--- src/rtl/cbd_cfg.svh ---
// constants for the branch, boolean and interrupt dispatch block
`ifndef CBD_CFG_SVH
`define CBD_CFG_SVH
`define CBD_NSRC 18
`define CBD_NGRP 8
`define CBD_EVW 4
`define CBD_AUTOCLR 18'h01e0f
`define CBD_LEVEL 18'h0a040
`define CBD_VEC_BASE 16'h0003
`define CBD_VEC_SHIFT 3
`define CBD_A_FLAG 8'h00
`define CBD_A_ENA 8'h04
`define CBD_A_ENB 8'h08
`define CBD_A_ENC 8'h0c
`define CBD_A_PRIO 8'h10
`define CBD_A_EVMASK 8'h14
`define CBD_A_STAT 8'h18
`define CBD_OP_JBC 8'h10
`define CBD_OP_COMPARE_JUMP_NOT_EQUAL_D 8'hb5
`define CBD_OP_COMPARE_JUMP_NOT_EQUAL_I 8'hb4
`define CBD_OP_COMPARE_JUMP_NOT_EQUAL_R 8'b1011_1???
`define CBD_OP_COMPARE_JUMP_NOT_EQUAL_N 8'b1011_011?
`define CBD_OP_DECREMENT_JUMP_NONZERO_R 8'b1101_1???
`define CBD_OP_DECREMENT_JUMP_NONZERO_D 8'hd5
`define CBD_OP_JZ 8'h60
`define CBD_OP_JNZ 8'h70
`define CBD_OP_JC 8'h40
`define CBD_OP_JNC 8'h50
`define CBD_OP_JB 8'h20
`define CBD_OP_JNB 8'h30
`define CBD_OP_JMPI 8'h73
`define CBD_OP_ANLC 8'h82
`define CBD_OP_ANLCN 8'hb0
`define CBD_OP_ORLC 8'h72
`define CBD_OP_ORLCN 8'ha0
`define CBD_OP_MOVCB 8'ha2
`define CBD_OP_MOVBC 8'h92
`define CBD_OP_ABSOLUTE_CALL 8'b???1_0001
`define CBD_OP_AJMP 8'b???0_0001
`define CBD_OP_LONG_CALL 8'h12
`define CBD_OP_RET 8'h22
`define CBD_OP_RETURN_FROM_IRQ 8'h32
`define CBD_OP_LJMP 8'h02
`define CBD_OP_SJMP 8'h80
`define CBD_OP_NOP 8'h00
`define CBD_OP_CLRC 8'hc3
`define CBD_OP_CLRB 8'hc2
`define CBD_OP_SETC 8'hd3
`define CBD_OP_SETB 8'hd2
`define CBD_OP_CPLC 8'hb3
`define CBD_OP_CPLB 8'hb2
`define CBD_OP_MUL 8'ha4
`define CBD_OP_DIV 8'h84
`define CBD_OP_DA 8'hd4
`define CBD_OP_RRC 8'h13
`define CBD_OP_RLC 8'h33
`define CBD_HI_ADD 4'h2
`define CBD_HI_ADDC 4'h3
`define CBD_HI_SUBB 4'h9
`endif

--- src/rtl/cbd_pkg.sv ---
// types for the branch, boolean and interrupt dispatch block
package cbd_pkg;
	typedef struct packed {
		logic [1:0] len;
		logic [2:0] cyc;
		logic known;
		logic jump;
		logic cyWr;
		logic cyAlu;
		logic cyVal;
		logic ovWr;
		logic acWr;
		logic bitWr;
		logic bitVal;
		logic retIrq;
	} cbd_dec_t;
	typedef struct packed {
		logic opValid;
		logic [7:0] opcode;
		logic [7:0] acc;
		logic carry;
		logic bitIn;
		logic [7:0] opA;
		logic [7:0] opB;
		logic boundary;
	} cbd_cpu_t;
	typedef struct packed {
		logic [7:0] addr;
		logic write;
	} cbd_aphase_t;
	typedef enum logic [1:0] {BS_IDLE, BS_RWAIT, BS_RDONE} cbd_bus_t;
endpackage

--- src/rtl/cbd_dispatch.sv ---
// branch and boolean decoder with interrupt dispatch, AHB-Lite registers
`timescale 1ns/1ns
`include "cbd_cfg.svh"
module cbd_dispatch #(
	parameter int NSRC = `CBD_NSRC,
	parameter int NGRP = `CBD_NGRP,
	parameter int EVW = `CBD_EVW
) (
	input wire logic clk_sys,
	input wire logic rst,
	input wire logic hsel,
	input wire logic [31:0] haddr,
	input wire logic [1:0] htrans,
	input wire logic hwrite,
	input wire logic [2:0] hsize,
	input wire logic [31:0] hwdata,
	input wire logic hready,
	output logic hreadyout,
	output logic hresp,
	output logic [31:0] hrdata,
	input wire logic [NSRC-1:0] srcReq,
	input wire logic [NGRP*EVW-1:0] evtReq,
	input wire cbd_pkg::cbd_cpu_t cpuIn,
	output logic irqCall,
	output logic [15:0] irqVector,
	output logic [4:0] irqNum,
	output logic decValid,
	output cbd_pkg::cbd_dec_t decOut
);
	localparam logic [NGRP-1:0][4:0] GRP_SRC = {5'd16, 5'd15, 5'd13, 5'd12, 5'd11, 5'd10, 5'd9, 5'd6};
	localparam logic [NSRC-1:0] AUTOCLR = `CBD_AUTOCLR;
	localparam logic [NSRC-1:0] LEVEL = `CBD_LEVEL;

	// =====================================================
	// bus slave
	cbd_pkg::cbd_bus_t bs_r;
	cbd_pkg::cbd_aphase_t ap_r;
	logic wrPend_r;
	logic [31:0] hrdata_r;
	logic aValid;
	logic wrNow;
	logic [NSRC-1:0] flags_r;
	logic [NSRC-1:0] en_r;
	logic gen_r;
	logic [NSRC-1:0] prio_r;
	logic [NGRP*EVW-1:0] evMask_r;
	logic [1:0] inSvc_r;
	logic irqCall_r;
	logic [15:0] irqVector_r;
	logic [4:0] irqNum_r;

	assign aValid = hsel && htrans[1] && hready && (bs_r != cbd_pkg::BS_RWAIT);
	assign wrNow = wrPend_r;
	assign hreadyout = (bs_r != cbd_pkg::BS_RWAIT);
	assign hresp = 1'b0;
	assign hrdata = hrdata_r;

	function automatic logic [31:0] regRead(input logic [7:0] a);
		logic [31:0] r;
		r = '0;
		case (a)
			`CBD_A_FLAG: r[NSRC-1:0] = flags_r;
			`CBD_A_ENA: r[7:0] = {gen_r, 1'b0, en_r[5:0]};
			`CBD_A_ENB: r[7:0] = {2'b00, en_r[13:8]};
			`CBD_A_ENC: r[7:0] = {2'b00, en_r[17], en_r[15], en_r[14], en_r[7], en_r[6], en_r[16]};
			`CBD_A_PRIO: r[NSRC-1:0] = prio_r;
			`CBD_A_EVMASK: r[NGRP*EVW-1:0] = evMask_r;
			`CBD_A_STAT: r[6:0] = {irqNum_r, inSvc_r};
			default: r = '0;
		endcase
		return r;
	endfunction

	always_ff @(posedge clk_sys or posedge rst) begin
		if (rst) begin
			bs_r <= cbd_pkg::BS_IDLE;
			ap_r <= '0;
			wrPend_r <= 1'b0;
		end else begin
			wrPend_r <= aValid && hwrite;
			if (aValid) begin
				ap_r <= '{addr: haddr[7:0], write: hwrite};
			end
			unique case (bs_r)
				cbd_pkg::BS_RWAIT: bs_r <= cbd_pkg::BS_RDONE;
				cbd_pkg::BS_IDLE, cbd_pkg::BS_RDONE: begin
					if (aValid && !hwrite) begin
						bs_r <= cbd_pkg::BS_RWAIT;
					end else begin
						bs_r <= cbd_pkg::BS_IDLE;
					end
				end
			endcase
		end
	end

	always_ff @(posedge clk_sys or posedge rst) begin
		if (rst) begin
			hrdata_r <= '0;
		end else if (bs_r == cbd_pkg::BS_RWAIT) begin
			hrdata_r <= regRead(ap_r.addr);
		end
	end

	// =====================================================
	// enables, priority and event masks
	always_ff @(posedge clk_sys or posedge rst) begin
		if (rst) begin
			en_r <= '0;
			gen_r <= 1'b0;
		end else if (wrNow) begin
			case (ap_r.addr)
				`CBD_A_ENA: begin
					en_r[5:0] <= hwdata[5:0];
					gen_r <= hwdata[7];
				end
				`CBD_A_ENB: en_r[13:8] <= hwdata[5:0];
				`CBD_A_ENC: begin
					{en_r[17], en_r[15], en_r[14], en_r[7], en_r[6], en_r[16]} <= hwdata[5:0];
				end
				default: ;
			endcase
		end
	end

	always_ff @(posedge clk_sys or posedge rst) begin
		if (rst) begin
			prio_r <= '0;
			evMask_r <= '0;
		end else if (wrNow) begin
			if (ap_r.addr == `CBD_A_PRIO) begin
				prio_r <= hwdata[NSRC-1:0];
			end
			if (ap_r.addr == `CBD_A_EVMASK) begin
				evMask_r <= hwdata[NGRP*EVW-1:0];
			end
		end
	end

	// =====================================================
	// request shaping and flags
	logic [NSRC-1:0] reqAll;
	logic [NSRC-1:0] reqD_r;
	logic [NSRC-1:0] setEv;
	logic [NSRC-1:0] flags_nxt;
	logic takeNow;
	logic [4:0] selNum;

	always_comb begin
		reqAll = srcReq;
		for (int g = 0; g < NGRP; g++) begin
			reqAll[GRP_SRC[g]] = |(evtReq[g*EVW +: EVW] & evMask_r[g*EVW +: EVW]);
		end
	end

	always_ff @(posedge clk_sys or posedge rst) begin
		if (rst) begin
			reqD_r <= '0;
		end else begin
			reqD_r <= reqAll;
		end
	end

	// ports follow the level, the rest fire once per rising edge
	assign setEv = (reqAll & LEVEL) | (reqAll & ~reqD_r & ~LEVEL);

	always_comb begin
		flags_nxt = flags_r;
		if (wrNow && ap_r.addr == `CBD_A_FLAG) begin
			flags_nxt = hwdata[NSRC-1:0];
		end
		if (takeNow && AUTOCLR[selNum]) begin
			flags_nxt[selNum] = 1'b0;
		end
		flags_nxt = flags_nxt | setEv;
	end

	always_ff @(posedge clk_sys or posedge rst) begin
		if (rst) begin
			flags_r <= '0;
		end else begin
			flags_r <= flags_nxt;
		end
	end

	// =====================================================
	// dispatch
	logic [NSRC-1:0] pend;
	logic [NSRC-1:0] hiPend;
	logic [NSRC-1:0] candidates;
	logic selHi;
	logic canTake;
	logic retiNow;

	assign pend = flags_r & en_r & {NSRC{gen_r}};
	assign hiPend = pend & prio_r;
	assign selHi = |hiPend;
	assign candidates = selHi ? hiPend : pend;

	always_comb begin
		selNum = '0;
		for (int i = NSRC - 1; i >= 0; i--) begin
			if (candidates[i]) begin
				selNum = 5'(i);
			end
		end
	end

	assign canTake = (|pend) && (selHi ? !inSvc_r[1] : (inSvc_r == 2'b00));
	assign takeNow = cpuIn.boundary && canTake && !irqCall_r;
	assign retiNow = cpuIn.opValid && (cpuIn.opcode == `CBD_OP_RETURN_FROM_IRQ);

	always_ff @(posedge clk_sys or posedge rst) begin
		if (rst) begin
			irqCall_r <= 1'b0;
			irqVector_r <= '0;
			irqNum_r <= '0;
		end else begin
			irqCall_r <= takeNow;
			if (takeNow) begin
				irqNum_r <= selNum;
				irqVector_r <= (16'(selNum) << `CBD_VEC_SHIFT) + `CBD_VEC_BASE;
			end
		end
	end

	always_ff @(posedge clk_sys or posedge rst) begin
		if (rst) begin
			inSvc_r <= 2'b00;
		end else if (takeNow) begin
			inSvc_r[selHi] <= 1'b1;
		end else if (retiNow) begin
			if (inSvc_r[1]) begin
				inSvc_r[1] <= 1'b0;
			end else begin
				inSvc_r[0] <= 1'b0;
			end
		end
	end

	assign irqCall = irqCall_r;
	assign irqVector = irqVector_r;
	assign irqNum = irqNum_r;

	// =====================================================
	// instruction decode
	function automatic cbd_pkg::cbd_dec_t decode(input cbd_pkg::cbd_cpu_t c);
		cbd_pkg::cbd_dec_t d;
		logic [7:0] dm1;
		d = '0;
		{d.len, d.cyc} = {2'h1, 3'h1};
		d.known = 1'b1;
		dm1 = c.opA - 8'h01;
		casez (c.opcode)
			`CBD_OP_JBC: begin
				{d.len, d.cyc} = {2'h3, 3'h4};
				d.jump = c.bitIn;
				d.bitWr = c.bitIn;
			end
			`CBD_OP_COMPARE_JUMP_NOT_EQUAL_D, `CBD_OP_COMPARE_JUMP_NOT_EQUAL_I, `CBD_OP_COMPARE_JUMP_NOT_EQUAL_R, `CBD_OP_COMPARE_JUMP_NOT_EQUAL_N: begin
				{d.len, d.cyc} = {2'h3, 3'h4};
				d.jump = (c.opA != c.opB);
				d.cyWr = 1'b1;
				d.cyVal = (c.opA < c.opB);
			end
			`CBD_OP_DECREMENT_JUMP_NONZERO_R: begin
				{d.len, d.cyc} = {2'h2, 3'h3};
				d.jump = (dm1 != 8'h00);
			end
			`CBD_OP_DECREMENT_JUMP_NONZERO_D: begin
				{d.len, d.cyc} = {2'h3, 3'h4};
				d.jump = (dm1 != 8'h00);
			end
			`CBD_OP_JZ, `CBD_OP_JNZ: begin
				{d.len, d.cyc} = {2'h2, 3'h3};
				d.jump = (c.acc == 8'h00) ^ c.opcode[4];
			end
			`CBD_OP_JC, `CBD_OP_JNC: begin
				{d.len, d.cyc} = {2'h2, 3'h3};
				d.jump = c.carry ^ c.opcode[4];
			end
			`CBD_OP_JB, `CBD_OP_JNB: begin
				{d.len, d.cyc} = {2'h3, 3'h4};
				d.jump = c.bitIn ^ c.opcode[4];
			end
			`CBD_OP_JMPI: begin
				{d.len, d.cyc} = {2'h1, 3'h2};
				d.jump = 1'b1;
			end
			`CBD_OP_ANLC, `CBD_OP_ANLCN: begin
				{d.len, d.cyc} = {2'h2, 3'h2};
				d.cyWr = 1'b1;
				d.cyVal = c.carry & (c.bitIn ^ c.opcode[5]);
			end
			`CBD_OP_ORLC, `CBD_OP_ORLCN: begin
				{d.len, d.cyc} = {2'h2, 3'h2};
				d.cyWr = 1'b1;
				d.cyVal = c.carry | (c.bitIn ^ c.opcode[7]);
			end
			`CBD_OP_MOVCB: begin
				{d.len, d.cyc} = {2'h2, 3'h2};
				d.cyWr = 1'b1;
				d.cyVal = c.bitIn;
			end
			`CBD_OP_MOVBC: begin
				{d.len, d.cyc} = {2'h2, 3'h3};
				d.bitWr = 1'b1;
				d.bitVal = c.carry;
			end
			`CBD_OP_LONG_CALL: begin
				{d.len, d.cyc} = {2'h3, 3'h6};
				d.jump = 1'b1;
			end
			`CBD_OP_ABSOLUTE_CALL: begin
				{d.len, d.cyc} = {2'h2, 3'h6};
				d.jump = 1'b1;
			end
			`CBD_OP_AJMP, `CBD_OP_SJMP: begin
				{d.len, d.cyc} = {2'h2, 3'h3};
				d.jump = 1'b1;
			end
			`CBD_OP_LJMP: begin
				{d.len, d.cyc} = {2'h3, 3'h4};
				d.jump = 1'b1;
			end
			`CBD_OP_RET, `CBD_OP_RETURN_FROM_IRQ: begin
				{d.len, d.cyc} = {2'h1, 3'h4};
				d.jump = 1'b1;
				d.retIrq = c.opcode[4];
			end
			`CBD_OP_CLRC, `CBD_OP_SETC, `CBD_OP_CPLC: begin
				d.cyWr = 1'b1;
				d.cyVal = c.opcode[5] ? ~c.carry : c.opcode[4];
			end
			`CBD_OP_CLRB, `CBD_OP_SETB, `CBD_OP_CPLB: begin
				{d.len, d.cyc} = {2'h2, 3'h3};
				d.bitWr = 1'b1;
				d.bitVal = c.opcode[5] ? ~c.bitIn : c.opcode[4];
			end
			`CBD_OP_NOP: d.known = 1'b1;
			default: d.known = 1'b0;
		endcase
		// flag effects of the arithmetic group
		if (c.opcode[3:2] != 2'b00 && (c.opcode[7:4] == `CBD_HI_ADD || c.opcode[7:4] == `CBD_HI_ADDC
				|| c.opcode[7:4] == `CBD_HI_SUBB)) begin
			{d.cyWr, d.cyAlu, d.ovWr, d.acWr} = 4'hf;
		end
		if (c.opcode == `CBD_OP_MUL || c.opcode == `CBD_OP_DIV) begin
			{d.cyWr, d.cyVal, d.ovWr} = 3'b101;
		end
		if (c.opcode == `CBD_OP_DA || c.opcode == `CBD_OP_RRC || c.opcode == `CBD_OP_RLC) begin
			{d.cyWr, d.cyAlu} = 2'b11;
		end
		return d;
	endfunction

	always_ff @(posedge clk_sys or posedge rst) begin
		if (rst) begin
			decOut <= '0;
			decValid <= 1'b0;
		end else begin
			decValid <= cpuIn.opValid;
			if (cpuIn.opValid) begin
				decOut <= decode(cpuIn);
			end
		end
	end
endmodule

--- config.mk ---
export PLATFORM = sky130hd
export DESIGN_NAME = cbd_dispatch
export DESIGN_NICKNAME = d
export VERILOG_FILES = /design/src/rtl/cbd_pkg.sv /design/src/rtl/cbd_dispatch.sv
export VERILOG_INCLUDE_DIRS = /design/src /design/src/rtl
export SDC_FILE = /design/constraint.sdc
export NUM_CORES = 1
export LEC_CHECK = 0
export BUFFER_PORTS_ARGS = -buffer_cell sky130_fd_sc_hd__buf_2
export CAP_MARGIN = 20
export CORE_ASPECT_RATIO = 0.75
export CORE_MARGIN = 2
export CORE_UTILIZATION = 30
export CTS_CLUSTER_DIAMETER = 30
export DETAILED_ROUTE_END_ITERATION = 6
export GPL_TIMING_DRIVEN = 0
export PLACE_DENSITY = 0.58
export SLEW_MARGIN = 20
export SYNTH_ARGS = -nofsm -noshare
export SYNTH_HDL_FRONTEND = slang
export SYNTH_SLANG_ARGS = --single-unit
--- constraint.sdc ---
create_clock -name clk_sys -period 5.8 [get_ports clk_sys]
set_input_delay 1.16 -clock clk_sys [delete_from_list [all_inputs] [get_ports clk_sys]]
set_output_delay 1.16 -clock clk_sys [all_outputs]
set_load 0.02 [all_outputs]
==> reports/qor.txt <==
outcome -> finished, violations left
failing checks -> design-rule violations
largest net degree at the start of global routing -> 94
M1 GR Usage -> 31.7%
CTS Buf Count -> 17
cell count after synthesis -> 843
max-cap violations -> 0
reg2reg end -> flags_r[9]
GRT overflow -> 0
most common cell in the synthesized netlist -> dfrtp_1
Placed Area -> 0.0101 mm²
RSZ-0062 raised after global routing -> false
fmax -> 270 MHz
clock buffer depth -> 2
latest clock arrival within the worst-skew pair -> 0.46 ns
Worst Setup SP -> gen_r
number of enable flip-flop cells after synthesis -> 0
Routed Antenna Nets -> 0
Leakage -> 0.00491 µW
1st-pass router iterations -> 7
top_reg_cell synth -> dfrtp_1
met3 Use GR -> 4.41%
Async SR Flop Fraction -> 100%
PostCTS Resize Cnt -> 0
Min-Delay Path Class -> flip-flop to flip-flop
die area -> 0.0301 mm²
Starting Density -> 30.7%
core area -> 0.0281 mm²
io pins -> 232
GR peak layer -> met1
width of the die -> 200 µm
Worst Skew -> 0.0161 ns
worst-path fanout max -> 10
ratio of cells with drive above 1 in the final layout -> 31.3%
peak supply drop -> 183 µV
DRT Wirelength -> 29,900 µm
Least-Margin Pin Slew -> 1.05 ns
drt initial violations -> 672
YS warnings -> 0
Final Cell Area -> 0.0107 mm²
hold_ws -> 0.425 ns
Seq cells post-synth -> 170
pwr dens -> 290 mW/mm²
vias in the first global route -> 7,257
max incr delay on CP -> 0.93 ns
RR Startpoint -> gen_r
most instantiated cells after synthesis -> dfrtp_1, nand2_1, mux2_2
DR vias -> 7,654
number of vias per cell -> 5.26
port bufs -> 184
die height -> 151 µm
top cell type's share of synthesized area -> 49.4%
routability congestion estimate -> 0.954
Final Setup Violations -> 0
Worst Path Arrival -> 4.03 ns
endpoint class of the critical path -> flip-flop
Seq/Total Area, Yosys -> 49.4%
Area contributors post-synth -> dfrtp_1, mux2_2, nand2_1
H-Tree Depth -> 4
CTS sink count -> 170
pins over their slew limit -> 0
Tmin final -> 3.71 ns
Critical Path, Cell by Cell -> buf_6, and3_1, nand2_1, nand4_2, nor3_2, o21a_1, a2111oi_0, a211oi_2, nor3_1, o21ai_0
fin nets -> 1,224
Synth area leader -> dfrtp_1
worst setup path end -> flags_r[9]
HPWL after DPL -> 23,100 µm
# DRC -> 1
first-pass GRT wire length -> 44,900 µm
Placement Setup Slack -> 2.20 ns
Worst path slowest cell -> a2111oi_0
Final Hold Fails -> 0
Syn Std Cell Area -> 0.00862 mm²
area grow syn2layout -> 24.5%
Avg Cell Area, Syn -> 10.2 µm²
grt met2 use -> 27.3%
CTS tree -> built
Cell Rows -> 53
initial antenna violation count -> 1
Hold Buf Count CTS -> 0
FF-to-FF path depth -> 10
setup bufs post-CTS -> 0
WL/cell -> 20.6 µm
flop2flop setup slack -> 2.09 ns
clock slew seen by the registers of the worst setup and hold paths -> 0.08 ns
clock root cell -> clkbuf_16
Unique masters post-synth -> 67
kind of critical path -> flip-flop to flip-flop
Relative slew margins -> 27.9%
GRT Total Usage -> 20.2%
Final WS setup -> 2.09 ns
WP data required -> 6.12 ns
period utilization -> 64.0%
critical path launch point type -> flip-flop
==> flip-flops by register name, indices dropped and copies added, names as in the netlist, 2 cells and up <==
register and cells:
evMask_r 32, hrdata 32, en_r 18, flags_r 18
prio_r 18, decOut 15, reqD_r 15, ap_r 8
irqNum 5, bs_r 2, inSvc_r 2
==> cell type report <==
cell class              instances  area, µm²
diodes                          2       5.00
plain buffers                  52        278
clock buffers                  17        425
clock inverters                15        209
fillers                      2936      17400
inverters                      31        124
multi-input cells             599       4010
flip-flops and latches        170       4250
well taps                     385        482
repair buffers                185        948
==> critical path: cells and delay by family (launching register included) <==
family,cells,cell delay (ns)
AOI/OAI and AO/OA,4,1.62
buffers and inverters,1,0.22
DFF,1,0.57
and+or+nand+nor,5,1.17
==> layout by cell type, fill, tap and decap left out, types with 7 or more instances in the layout <==
cell         n
buf_2      184
dfrtp_1    170
nand2_1     86
mux2_2      80
nor2_1      60
a21oi_1     38
o21ai_0     34
nand3_1     32
a22oi_1     32
inv_1       29
clkbuf_1    24
a31oi_1     19
buf_4       18
clkbuf_16   17
nand2b_1    15
nor3_1      15
nand4_1     14
a22o_1      13
and3_1      11
conb_1      10
nor2b_1      9
buf_1        8
a21o_1       8
o22ai_1      8
mux2i_1      8
ha_1         8
a222oi_1     7
clkinv_8     7
==> kinds of logic (layout without fill, tap and decap cells) <==
| kind of cell | after synthesis | in the layout | share of synthesized area [%] |
|---|---|---|---|
| and+or+nand+nor | 277 | 277 | 15.8 |
| AOI/OAI and AO/OA | 216 | 216 | 17.7 |
| other | 1 | 12 | 0.0435 |
| DFF | 170 | 170 | 49.4 |
| muxes | 88 | 88 | 11.4 |
| adders and majority gates | 8 | 8 | 1.16 |
| buffers and inverters | 83 | 300 | 4.57 |
==> through the flow <==
step	total power [µW]	util [%]	TNS [ns]	std cells
3_5_place_dp	1910	35.9	0	1422
4_1_cts	3130	38.1	0	1454
3_3_place_gp	1910	35.8	-372.43	1421
2_1_floorplan	1690	-	0	852
5_1_grt	3250	38.2	0	1455
6_report	3110	38.2	0	1456
==> per-layer routing <==
| layer | vias to the layer above | wire (µm) |
|---|---|---|
| met4 | 0 | 426 |
| met5 | - | 0 |
| met2 | 303 | 12300 |
| met3 | 34 | 2360 |
| li1 | 3518 | - |
| met1 | 3799 | 14800 |
==> where the power goes <==
group,switching [µW],internal [µW]
combinational,314,215
clock,585,626
sequential,100,1270
==> worst min-delay path by stage <==
stage,from,slack [ns],to,depth (start not counted)
floorplan,reqD_r[14],0.41,flags_r[14],1
global placement,reqD_r[5],0.41,flags_r[5],1
detailed placement,reqD_r[8],0.42,flags_r[8],1
CTS,reqD_r[17],0.43,flags_r[17],1
global route,reqD_r[17],0.43,flags_r[17],1
finish,reqD_r[17],0.43,flags_r[17],1
Power figures use the tool's default switching activity.
